File: src/core/trsm_consts.vh
`ifndef TRSM_CONSTS_VH
`define TRSM_CONSTS_VH
// ----------------------------------------
// register byte offsets
// ----------------------------------------
`define TRSM_A_COOL_ON 8'h00
`define TRSM_A_COOL_OFF 8'h04
`define TRSM_A_HEAT_ON 8'h08
`define TRSM_A_HEAT_OFF 8'h0c
`define TRSM_A_OVERRUN 8'h10
`define TRSM_A_CANOPY_ON 8'h14
`define TRSM_A_CANOPY_OFF 8'h18
`define TRSM_A_AMB_ON 8'h1c
`define TRSM_A_AMB_OFF 8'h20
`define TRSM_A_EMU_CTRL 8'h24
`define TRSM_A_SVC_CTRL 8'h28
`define TRSM_A_RELAY_STAT 8'h2c
`define TRSM_A_INT_STAT 8'h30
`define TRSM_A_INT_MASK 8'h34
`define TRSM_A_SVC0_HOURS 8'h40
`define TRSM_A_SVC0_MONTHS 8'h44
`define TRSM_A_SVC0_LEVEL 8'h48
`define TRSM_A_SVC0_ACC 8'h4c
`define TRSM_SVC_STRIDE 8'h10
// ----------------------------------------
// reset values
// ----------------------------------------
`define TRSM_RST_COOL_ON 8'h5a
`define TRSM_RST_COOL_OFF 8'h50
`define TRSM_RST_HEAT_ON 8'h32
`define TRSM_RST_HEAT_OFF 8'h3c
`define TRSM_RST_OVERRUN 8'h00
`define TRSM_RST_FAN_ON 8'h5a
`define TRSM_RST_FAN_OFF 8'h50
`define TRSM_RST_SVC_HOURS 13'h00fa
`define TRSM_RST_SVC_MONTHS 5'h06
`define TRSM_RST_SVC0_LEVEL 2'h3
`define TRSM_RST_SVCN_LEVEL 2'h0
// ----------------------------------------
// field layout and timing
// ----------------------------------------
`define TRSM_EMU_EN_BIT 0
`define TRSM_BRAND_LSB 4
`define TRSM_CLK_HZ 250000000
`define TRSM_SEC_CYCLES 28'd250000000
`define TRSM_INT_W 5
`endif

File: src/core/trsm_monitor.v
// Summary of operation
// - cooler turns on when coolant temperature is above cooler-on.
// - cooler begins release when coolant falls below cooler-off.
// - heater turns on when coolant is below heater-on.
// - heater turns off when coolant is above heater-off.
// - cooler stays on for the overrun seconds after falling below off.
// - canopy fan switches on above and off below its thresholds.
// - ambient fan switches on above and off below its thresholds.
// - a channel requests service when hours reach a nonzero limit.
// - a channel requests service when months reach a nonzero period.
// - there are three independent service channels.
// - a two-bit alarm level sets the reaction of a due channel.
// - with management disabled the engine serial port stays off.
// - with management enabled engine values come from the unit.
// - with management enabled lost communication stops the engine.
//
// Implementation choices: the placing of the registers and the Wishbone interface to the registers.
`include "trsm_consts.vh"
`default_nettype none
module trsm_monitor (
    input wire mclk_i,
    input wire sys_rst_i,
    input wire wb_cyc_i,
    input wire wb_stb_i,
    input wire wb_we_i,
    input wire [7:0] wb_adr_i,
    input wire [31:0] wb_dat_i,
    input wire [3:0] wb_sel_i,
    output reg [31:0] wb_dat_o,
    output reg wb_ack_o,
    input wire [7:0] coolant_temp_i,
    input wire [7:0] canopy_temp_i,
    input wire [7:0] ambient_temp_i,
    input wire [7:0] local_oil_i,
    input wire [7:0] local_temp_i,
    input wire [15:0] local_rpm_i,
    input wire [7:0] emu_oil_i,
    input wire [7:0] emu_temp_i,
    input wire [15:0] emu_rpm_i,
    input wire emu_link_ok_i,
    input wire hour_tick_i,
    input wire month_tick_i,
    input wire [2:0] service_done_i,
    output reg cooler_o,
    output reg heater_o,
    output reg canopy_fan_o,
    output reg ambient_fan_o,
    output reg service_request_o,
    output reg [5:0] service_level_o,
    output reg emu_port_en_o,
    output reg [3:0] emu_brand_o,
    output reg [7:0] oil_o,
    output reg [7:0] temp_o,
    output reg [15:0] rpm_o,
    output reg engine_stop_o,
    output reg irq_o
);
// ----------------------------------------
// helpers
// ----------------------------------------
    // hysteresis: on above hi, off below lo, hold otherwise
    function hyst;
        input cur;
        input [7:0] t;
        input [7:0] hi;
        input [7:0] lo;
        begin
            if (t > hi)
                hyst = 1'b1;
            else if (t < lo)
                hyst = 1'b0;
            else
                hyst = cur;
        end
    endfunction

    function [31:0] wmask;
        input [31:0] old;
        input [31:0] d;
        input [3:0] sel;
        integer k;
        begin
            wmask = old;
            for (k = 0; k < 4; k = k + 1)
                if (sel[k])
                    wmask[k*8 +: 8] = d[k*8 +: 8];
        end
    endfunction

// ----------------------------------------
// input synchronisers
// ----------------------------------------
    reg [7:0] cool_s1, cool_s2, can_s1, can_s2, amb_s1, amb_s2;
    reg [7:0] loil_s1, loil_s2, ltmp_s1, ltmp_s2, eoil_s1, eoil_s2;
    reg [7:0] etmp_s1, etmp_s2;
    reg [15:0] lrpm_s1, lrpm_s2, erpm_s1, erpm_s2;
    reg [5:0] ev_s1, ev_s2, ev_d;
    always @(posedge mclk_i) begin
        cool_s1 <= coolant_temp_i;
        cool_s2 <= cool_s1;
        can_s1 <= canopy_temp_i;
        can_s2 <= can_s1;
        amb_s1 <= ambient_temp_i;
        amb_s2 <= amb_s1;
        loil_s1 <= local_oil_i;
        loil_s2 <= loil_s1;
        ltmp_s1 <= local_temp_i;
        ltmp_s2 <= ltmp_s1;
        lrpm_s1 <= local_rpm_i;
        lrpm_s2 <= lrpm_s1;
        eoil_s1 <= emu_oil_i;
        eoil_s2 <= eoil_s1;
        etmp_s1 <= emu_temp_i;
        etmp_s2 <= etmp_s1;
        erpm_s1 <= emu_rpm_i;
        erpm_s2 <= erpm_s1;
        ev_s1 <= {service_done_i, emu_link_ok_i, month_tick_i,
                  hour_tick_i};
        ev_s2 <= ev_s1;
    end
    always @(posedge mclk_i) begin
        if (sys_rst_i)
            ev_d <= 6'h04; // idle levels: link up, ticks and done low
        else
            ev_d <= ev_s2;
    end
    wire hour_ev = ev_s2[0] & ~ev_d[0];
    wire month_ev = ev_s2[1] & ~ev_d[1];
    wire link_ok = ev_s2[2];
    wire [2:0] done_ev = ev_s2[5:3] & ~ev_d[5:3];

// ----------------------------------------
// configuration registers
// ----------------------------------------
    reg [7:0] cool_on, cool_off, heat_on, heat_off, overrun;
    reg [7:0] can_on, can_off, amb_on, amb_off;
    reg emu_en;
    reg [3:0] brand;
    reg [12:0] svc_hours [0:2];
    reg [4:0] svc_months [0:2];
    reg [1:0] svc_level [0:2];
    reg [12:0] acc_hours [0:2];
    reg [4:0] acc_months [0:2];
    reg [2:0] due;
    reg [`TRSM_INT_W-1:0] int_stat, int_mask;

    wire wb_req = wb_cyc_i & wb_stb_i & ~wb_ack_o;
    wire wr = wb_req & wb_we_i;
    wire [1:0] ch_idx = wb_adr_i[5:4];
    wire ch_hit = (wb_adr_i[7:6] == 2'h1) && (wb_adr_i[5:4] != 2'h3);
    wire [31:0] ch_wr0 = wmask(32'h0, wb_dat_i, wb_sel_i);
    wire [31:0] cur_wr = wmask({24'h0, cool_on}, wb_dat_i, wb_sel_i);

// ----------------------------------------
// cooler overrun timer state and configuration register writes
// ----------------------------------------
    reg cool_dem;
    reg [27:0] sec_cnt;
    reg [7:0] ovr_left;
    wire sec_ev = (sec_cnt == `TRSM_SEC_CYCLES - 28'd1);
    reg [`TRSM_INT_W-1:0] ev_now;
    integer i;

    always @(posedge mclk_i) begin
        if (sys_rst_i) begin
            cool_on <= `TRSM_RST_COOL_ON;
            cool_off <= `TRSM_RST_COOL_OFF;
            heat_on <= `TRSM_RST_HEAT_ON;
            heat_off <= `TRSM_RST_HEAT_OFF;
            overrun <= `TRSM_RST_OVERRUN;
            can_on <= `TRSM_RST_FAN_ON;
            can_off <= `TRSM_RST_FAN_OFF;
            amb_on <= `TRSM_RST_FAN_ON;
            amb_off <= `TRSM_RST_FAN_OFF;
            emu_en <= 1'b0;
            brand <= 4'h0;
            for (i = 0; i < 3; i = i + 1) begin
                svc_hours[i] <= `TRSM_RST_SVC_HOURS;
                svc_months[i] <= `TRSM_RST_SVC_MONTHS;
                svc_level[i] <= (i == 0) ? `TRSM_RST_SVC0_LEVEL :
                                `TRSM_RST_SVCN_LEVEL;
            end
            int_mask <= {`TRSM_INT_W{1'b0}};
        end else if (wr) begin
            case (wb_adr_i)
            `TRSM_A_COOL_ON: cool_on <= cur_wr[7:0];
            `TRSM_A_COOL_OFF: cool_off <= ch_wr0[7:0];
            `TRSM_A_HEAT_ON: heat_on <= ch_wr0[7:0];
            `TRSM_A_HEAT_OFF: heat_off <= ch_wr0[7:0];
            `TRSM_A_OVERRUN: overrun <= ch_wr0[7:0];
            `TRSM_A_CANOPY_ON: can_on <= ch_wr0[7:0];
            `TRSM_A_CANOPY_OFF: can_off <= ch_wr0[7:0];
            `TRSM_A_AMB_ON: amb_on <= ch_wr0[7:0];
            `TRSM_A_AMB_OFF: amb_off <= ch_wr0[7:0];
            `TRSM_A_EMU_CTRL: begin
                emu_en <= ch_wr0[`TRSM_EMU_EN_BIT];
                brand <= ch_wr0[`TRSM_BRAND_LSB +: 4];
            end
            `TRSM_A_INT_MASK: int_mask <= ch_wr0[`TRSM_INT_W-1:0];
            default: begin
                if (ch_hit)
                    case (wb_adr_i[3:0])
                    4'h0: svc_hours[ch_idx] <= ch_wr0[12:0];
                    4'h4: svc_months[ch_idx] <= ch_wr0[4:0];
                    4'h8: svc_level[ch_idx] <= ch_wr0[1:0];
                    default: ;
                    endcase
            end
            endcase
        end
    end

// ----------------------------------------
// relays and overrun
// ----------------------------------------
    always @(posedge mclk_i) begin
        if (sys_rst_i) begin
            cool_dem <= 1'b0;
            cooler_o <= 1'b0;
            heater_o <= 1'b0;
            canopy_fan_o <= 1'b0;
            ambient_fan_o <= 1'b0;
            sec_cnt <= 28'd0;
            ovr_left <= 8'h00;
        end else begin
            cool_dem <= hyst(cool_dem, cool_s2, cool_on, cool_off);
            sec_cnt <= sec_ev ? 28'd0 : sec_cnt + 28'd1;
            if (cool_dem && cool_s2 < cool_off) begin
                ovr_left <= overrun;
                sec_cnt <= 28'd0;
            end else if (sec_ev && ovr_left != 8'h00)
                ovr_left <= ovr_left - 8'h01;
            // stays on while demand or overrun seconds remain
            cooler_o <= hyst(cool_dem, cool_s2, cool_on, cool_off) |
                        (cool_dem & (cool_s2 < cool_off) &
                         (overrun != 8'h00)) |
                        (ovr_left != 8'h00);
            heater_o <= hyst(heater_o, heat_off, heat_off, 8'h00) ?
                        (cool_s2 > heat_off ? 1'b0 : heater_o) :
                        (cool_s2 < heat_on ? 1'b1 : heater_o);
            canopy_fan_o <= hyst(canopy_fan_o, can_s2, can_on,
                                 can_off);
            ambient_fan_o <= hyst(ambient_fan_o, amb_s2, amb_on,
                                  amb_off);
        end
    end

// ----------------------------------------
// service channels
// ----------------------------------------
    always @(posedge mclk_i) begin
        if (sys_rst_i) begin
            for (i = 0; i < 3; i = i + 1) begin
                acc_hours[i] <= 13'h0000;
                acc_months[i] <= 5'h00;
            end
            due <= 3'h0;
            service_request_o <= 1'b0;
            service_level_o <= 6'h00;
        end else begin
            for (i = 0; i < 3; i = i + 1) begin
                if (done_ev[i]) begin
                    acc_hours[i] <= 13'h0000;
                    acc_months[i] <= 5'h00;
                    due[i] <= 1'b0;
                end else begin
                    if (hour_ev && acc_hours[i] != 13'h1fff)
                        acc_hours[i] <= acc_hours[i] + 13'h0001;
                    if (month_ev && acc_months[i] != 5'h1f)
                        acc_months[i] <= acc_months[i] + 5'h01;
                    if ((svc_hours[i] != 13'h0000 &&
                         acc_hours[i] >= svc_hours[i]) ||
                        (svc_months[i] != 5'h00 &&
                         acc_months[i] >= svc_months[i]))
                        due[i] <= 1'b1;
                end
                service_level_o[i*2 +: 2] <= due[i] ? svc_level[i] :
                                             2'h0;
            end
            service_request_o <= |due;
        end
    end

// ----------------------------------------
// engine management path
// ----------------------------------------
    always @(posedge mclk_i) begin
        if (sys_rst_i) begin
            emu_port_en_o <= 1'b0;
            emu_brand_o <= 4'h0;
            oil_o <= 8'h00;
            temp_o <= 8'h00;
            rpm_o <= 16'h0000;
            engine_stop_o <= 1'b0;
        end else begin
            emu_port_en_o <= emu_en;
            emu_brand_o <= brand;
            oil_o <= emu_en ? eoil_s2 : loil_s2;
            temp_o <= emu_en ? etmp_s2 : ltmp_s2;
            rpm_o <= emu_en ? erpm_s2 : lrpm_s2;
            engine_stop_o <= emu_en & ~link_ok;
        end
    end

// ----------------------------------------
// interrupts and bus answer
// ----------------------------------------
    always @* begin
        ev_now = {emu_en & ~link_ok & ev_d[2], // link lost edge
                  cooler_o & ~cool_dem & (ovr_left == 8'h01) & sec_ev,
                  due != 3'h0 & ~service_request_o,
                  cool_dem ^ hyst(cool_dem, cool_s2, cool_on, cool_off),
                  1'b0};
        ev_now[0] = canopy_fan_o ^ hyst(canopy_fan_o, can_s2, can_on,
                                        can_off);
    end

    reg [31:0] rd;
    always @* begin
        rd = 32'h0;
        case (wb_adr_i)
        `TRSM_A_COOL_ON: rd = {24'h0, cool_on};
        `TRSM_A_COOL_OFF: rd = {24'h0, cool_off};
        `TRSM_A_HEAT_ON: rd = {24'h0, heat_on};
        `TRSM_A_HEAT_OFF: rd = {24'h0, heat_off};
        `TRSM_A_OVERRUN: rd = {24'h0, overrun};
        `TRSM_A_CANOPY_ON: rd = {24'h0, can_on};
        `TRSM_A_CANOPY_OFF: rd = {24'h0, can_off};
        `TRSM_A_AMB_ON: rd = {24'h0, amb_on};
        `TRSM_A_AMB_OFF: rd = {24'h0, amb_off};
        `TRSM_A_EMU_CTRL: rd = {24'h0, brand, 3'h0, emu_en};
        `TRSM_A_SVC_CTRL: rd = {29'h0, due};
        `TRSM_A_RELAY_STAT: rd = {24'h0, ovr_left != 8'h00, engine_stop_o,
                                  emu_port_en_o, service_request_o,
                                  ambient_fan_o, canopy_fan_o, heater_o,
                                  cooler_o};
        `TRSM_A_INT_STAT: rd = {27'h0, int_stat};
        `TRSM_A_INT_MASK: rd = {27'h0, int_mask};
        default: begin
            if (ch_hit)
                case (wb_adr_i[3:0])
                4'h0: rd = {19'h0, svc_hours[ch_idx]};
                4'h4: rd = {27'h0, svc_months[ch_idx]};
                4'h8: rd = {30'h0, svc_level[ch_idx]};
                default: rd = {11'h0, acc_months[ch_idx], 3'h0,
                               acc_hours[ch_idx]};
                endcase
        end
        endcase
    end

    always @(posedge mclk_i) begin
        if (sys_rst_i) begin
            int_stat <= {`TRSM_INT_W{1'b0}};
            irq_o <= 1'b0;
            wb_ack_o <= 1'b0;
            wb_dat_o <= 32'h0;
        end else begin
            // a new event wins over a write-one clear
            if (wr && wb_adr_i == `TRSM_A_INT_STAT)
                int_stat <= (int_stat & ~ch_wr0[`TRSM_INT_W-1:0]) | ev_now;
            else
                int_stat <= int_stat | ev_now;
            irq_o <= |(int_stat & int_mask);
            wb_ack_o <= wb_req;
            wb_dat_o <= wb_req ? rd : 32'h0;
        end
    end
endmodule // trsm_monitor
`default_nettype wire

File: config.mk
export PLATFORM = sky130hd
export DESIGN_NAME = trsm_monitor
export DESIGN_NICKNAME = d
export VERILOG_FILES = /design/src/core/trsm_monitor.v
export VERILOG_INCLUDE_DIRS = /design/src /design/src/core
export SDC_FILE = /design/constraint.sdc
export NUM_CORES = 1
export LEC_CHECK = 0
export BUFFER_PORTS_ARGS = -buffer_cell sky130_fd_sc_hd__buf_2
export CORE_ASPECT_RATIO = 1.5
export CORE_UTILIZATION = 45
export CTS_CLUSTER_SIZE = 20
export DETAILED_ROUTE_END_ITERATION = 16
export GPL_ROUTABILITY_DRIVEN = 0
export PLACE_DENSITY = 0.63
export REMOVE_ABC_BUFFERS = 1
export SLEW_MARGIN = 20
export SYNTH_ARGS = -nofsm -noshare
export SYNTH_HDL_FRONTEND = slang
export SYNTH_SLANG_ARGS = --single-unit
File: constraint.sdc
create_clock -name mclk_i -period 6.2 [get_ports mclk_i]
set_input_delay 0.93 -clock mclk_i [delete_from_list [all_inputs] [get_ports mclk_i]]
set_output_delay 0.93 -clock mclk_i [all_outputs]
set_load 0.01 [all_outputs]
==> impl_metrics.ini <==
[global_routing]
grt_antenna_before_repair = 2
grt.overflow.total = 0
grt_start_max_net_pins = 56
track_usage = 0.2331
grt_pass1_wl_um = 87000
grt_pass1_vias = 15630

[clock_network]
clkLatencyLatePin_ps = 600
cts_tree = yes
hold_buffers = 0
numCtsBuffers = 48
clock_path_buffers = 3
path_clk_slew_ps = 60
htree_levels = 2
post_cts_buffers = 0
ctsResizeCount = 0
cts_root_buf = clkbuf_16
clkSinkCount = 516

[floorplanning]
start_util = 0.4566
rows = 97
die_y_um = 269.0
core_area_um2 = 46850
dieArea_um2 = 48430
fp.dieW_um = 180.0
io_pins = 226

[final_layout]
drive_gt1_frac = 0.1418
area_growth_pct = 14.06
fillCellCount = 4254
layout.nets = 2517
n_antenna_cell = 0

[critical_path]
worst_ep_required_time_ps = 6400
criticalPathCategory = in2reg
reg2reg_setup_slack_ps = 3320
rr_startpoint = wb_ack_o
critPathCaptureType = flip-flop
rr_endpoint = svc_hours[0][3]
crit_arrival_ps = 3420
path_max_fanout = 15
start_kind = input port
worst_r2r_path_depth = 5

[power]
p_leak_nw = 10.32
max-vdd-ir-drop_v = 0.0002466
pwr_density_cell_nw_per_um2 = 289.7
p_total_mw = 7.069

[route]
avgRoutedWirePerCell_um = 19.65
vias_per_cell = 5.399
vias = 15543
drc = 0
routed_wl_um = 56560
drtIter0Drc = 1132
first_pass_iters = 6
drtAntennaViolNets = 0

[yosys]
synth_common_cells = dfxtp_1, nor2_1, inv_1
yosys.area.top_type = dfxtp_1
synth_top_area_share = 0.3650
synth-seq-cells = 516
syn_area_um2 = 21390
synth.area.top_cells = dfxtp_1, edfxtp_1, ha_1, nor2_1, mux2i_1
ys_seq_area_frac = 0.5419
ys_types = 75
synth_cells = 2066
synth_ff_type = dfxtp_1
yosysMostFrequentCell = dfxtp_1
ys_warn_count = 0
avgSynthCellArea_um2 = 10.35
synth_edf_count = 126
synth_async_sr_flop_share = 0

[placed_design]
port_buffers = 190
dp_hpwl_um = 42130

[sta]
setup_viol = 0
hold_viol_final = 0
tightest_slew_ps = 1140
fin_skew_ps = 40.75
fin_crit_sh = 0.5188
max_freq_ghz = 0.3109
fin_crit_ps = 3216
slew_headroom = 0.2359
slew_viol_final = 0
tns_ps = 0
rsz0062_at_grt = no
hold_ws_ps = 316.5

[min_path]
hold_path_class = reg2reg
min_from = erpm_s1[9]
worstHoldEndpoint = erpm_s2[9]
whs_path_depth = 0

[flow_run]
maxCapViolations = 0

[run_status]
status = finished, final reports clean
[worst max-delay path, cell delays in order]
cell	delay, ps
buf_2	240
and2_1	360
nor3b_4	360
and2_1	420
nand4_1	420
nand2b_1	660
[flip-flops by register name (all words and copies together) (netlist names), 15 cells and up]
name        count
svc_hours      44
rpm_o          16
lrpm_s2        16
lrpm_s1        16
erpm_s1        16
svc_months     20
acc_hours      39
acc_months     15
wb_dat_o       18
erpm_s2        16
sec_cnt        28
[cell type report]
cell class,count,area (um^2),share of cell area
multi-input cells,1334,8889,0.3643
repair buffers,204,1061,0.04349
clock inverters,22,203.9,0.008359
flip-flops and latches,516,11590,0.4752
well taps,594,743.2,0.03046
clock buffers,65,1368,0.05605
inverters,144,540.5,0.02216
[cells by family after synthesis]
| group | synth area share |
|---|---|
| AND/OR/NAND/NOR | 0.1537 |
| multiplexers | 0.06370 |
| adder cells (fa/ha/maj) | 0.07370 |
| buffers and inverters | 0.04697 |
| AO/OA/AOI/OAI | 0.09166 |
| other | 0.0001753 |
| flip-flops | 0.5419 |
| XOR/XNOR | 0.02825 |
[cell usage in the layout (no fill, tap or decap), drive strengths merged, types with 14 or more instances in the layout]
cell type,count
nand2b,19
ha,126
inv,145
nor3,17
nand4,36
a211o,29
conb,26
mux2i,90
mux4,18
nor2,325
clkbuf,65
a21oi,106
o21ai,51
nor2b,23
a22oi,20
xor2,40
edfxtp,126
xnor2,29
dfxtp,390
clkinv,16
a211oi,14
and3,31
buf,204
nand3,47
nand2,139
[through the flow]
stage	utilization	setup slack, ps	cells	instance area [um^2]
3_5_place_dp	0.4872	2431	2792	22830
4_1_cts	0.5208	3036	2879	24400
6_report	0.5208	2984	2879	24400
3_3_place_gp	0.4872	2505	2792	22830
2_1_floorplan	-	3294	1994	21020
5_1_grt	0.5208	2865	2879	24400
[worst max-delay path by stage]
| stage | startpoint | end | slack, ps | cells after the start |
|---|---|---|---|---|
| 4_1_cts | wb_adr_i[5] | svc_hours[0][3] | 3040 | 6 |
| 2_1_floorplan | wb_adr_i[1] | svc_hours[2][0] | 3290 | 4 |
| 3_5_place_dp | wb_adr_i[5] | svc_hours[0][2] | 2430 | 6 |
| 5_1_grt | wb_adr_i[5] | svc_hours[0][3] | 2870 | 6 |
| 3_3_place_gp | wb_adr_i[5] | svc_hours[0][1] | 2500 | 6 |
| 6_report | wb_adr_i[5] | svc_hours[0][3] | 2980 | 6 |
[where the power goes]
part,switching [mW],internal (mW)
Clock,1.30,1.61
Combinational,0.284,0.182
Sequential,0.106,3.58
Total,1.69,5.38
[per-layer routing]
| metal | routed length (um) | track usage | up-vias |
|---|---|---|---|
| met4 | 3951 | 0.1538 | 2 |
| met3 | 3496 | 0.04214 | 179 |
| li1 | - | - | 7502 |
| met2 | 28540 | 0.4238 | 557 |
| met5 | 13 | 0 | - |
| met1 | 20560 | 0.2485 | 7303 |
Power figures use the tool's default switching activity.
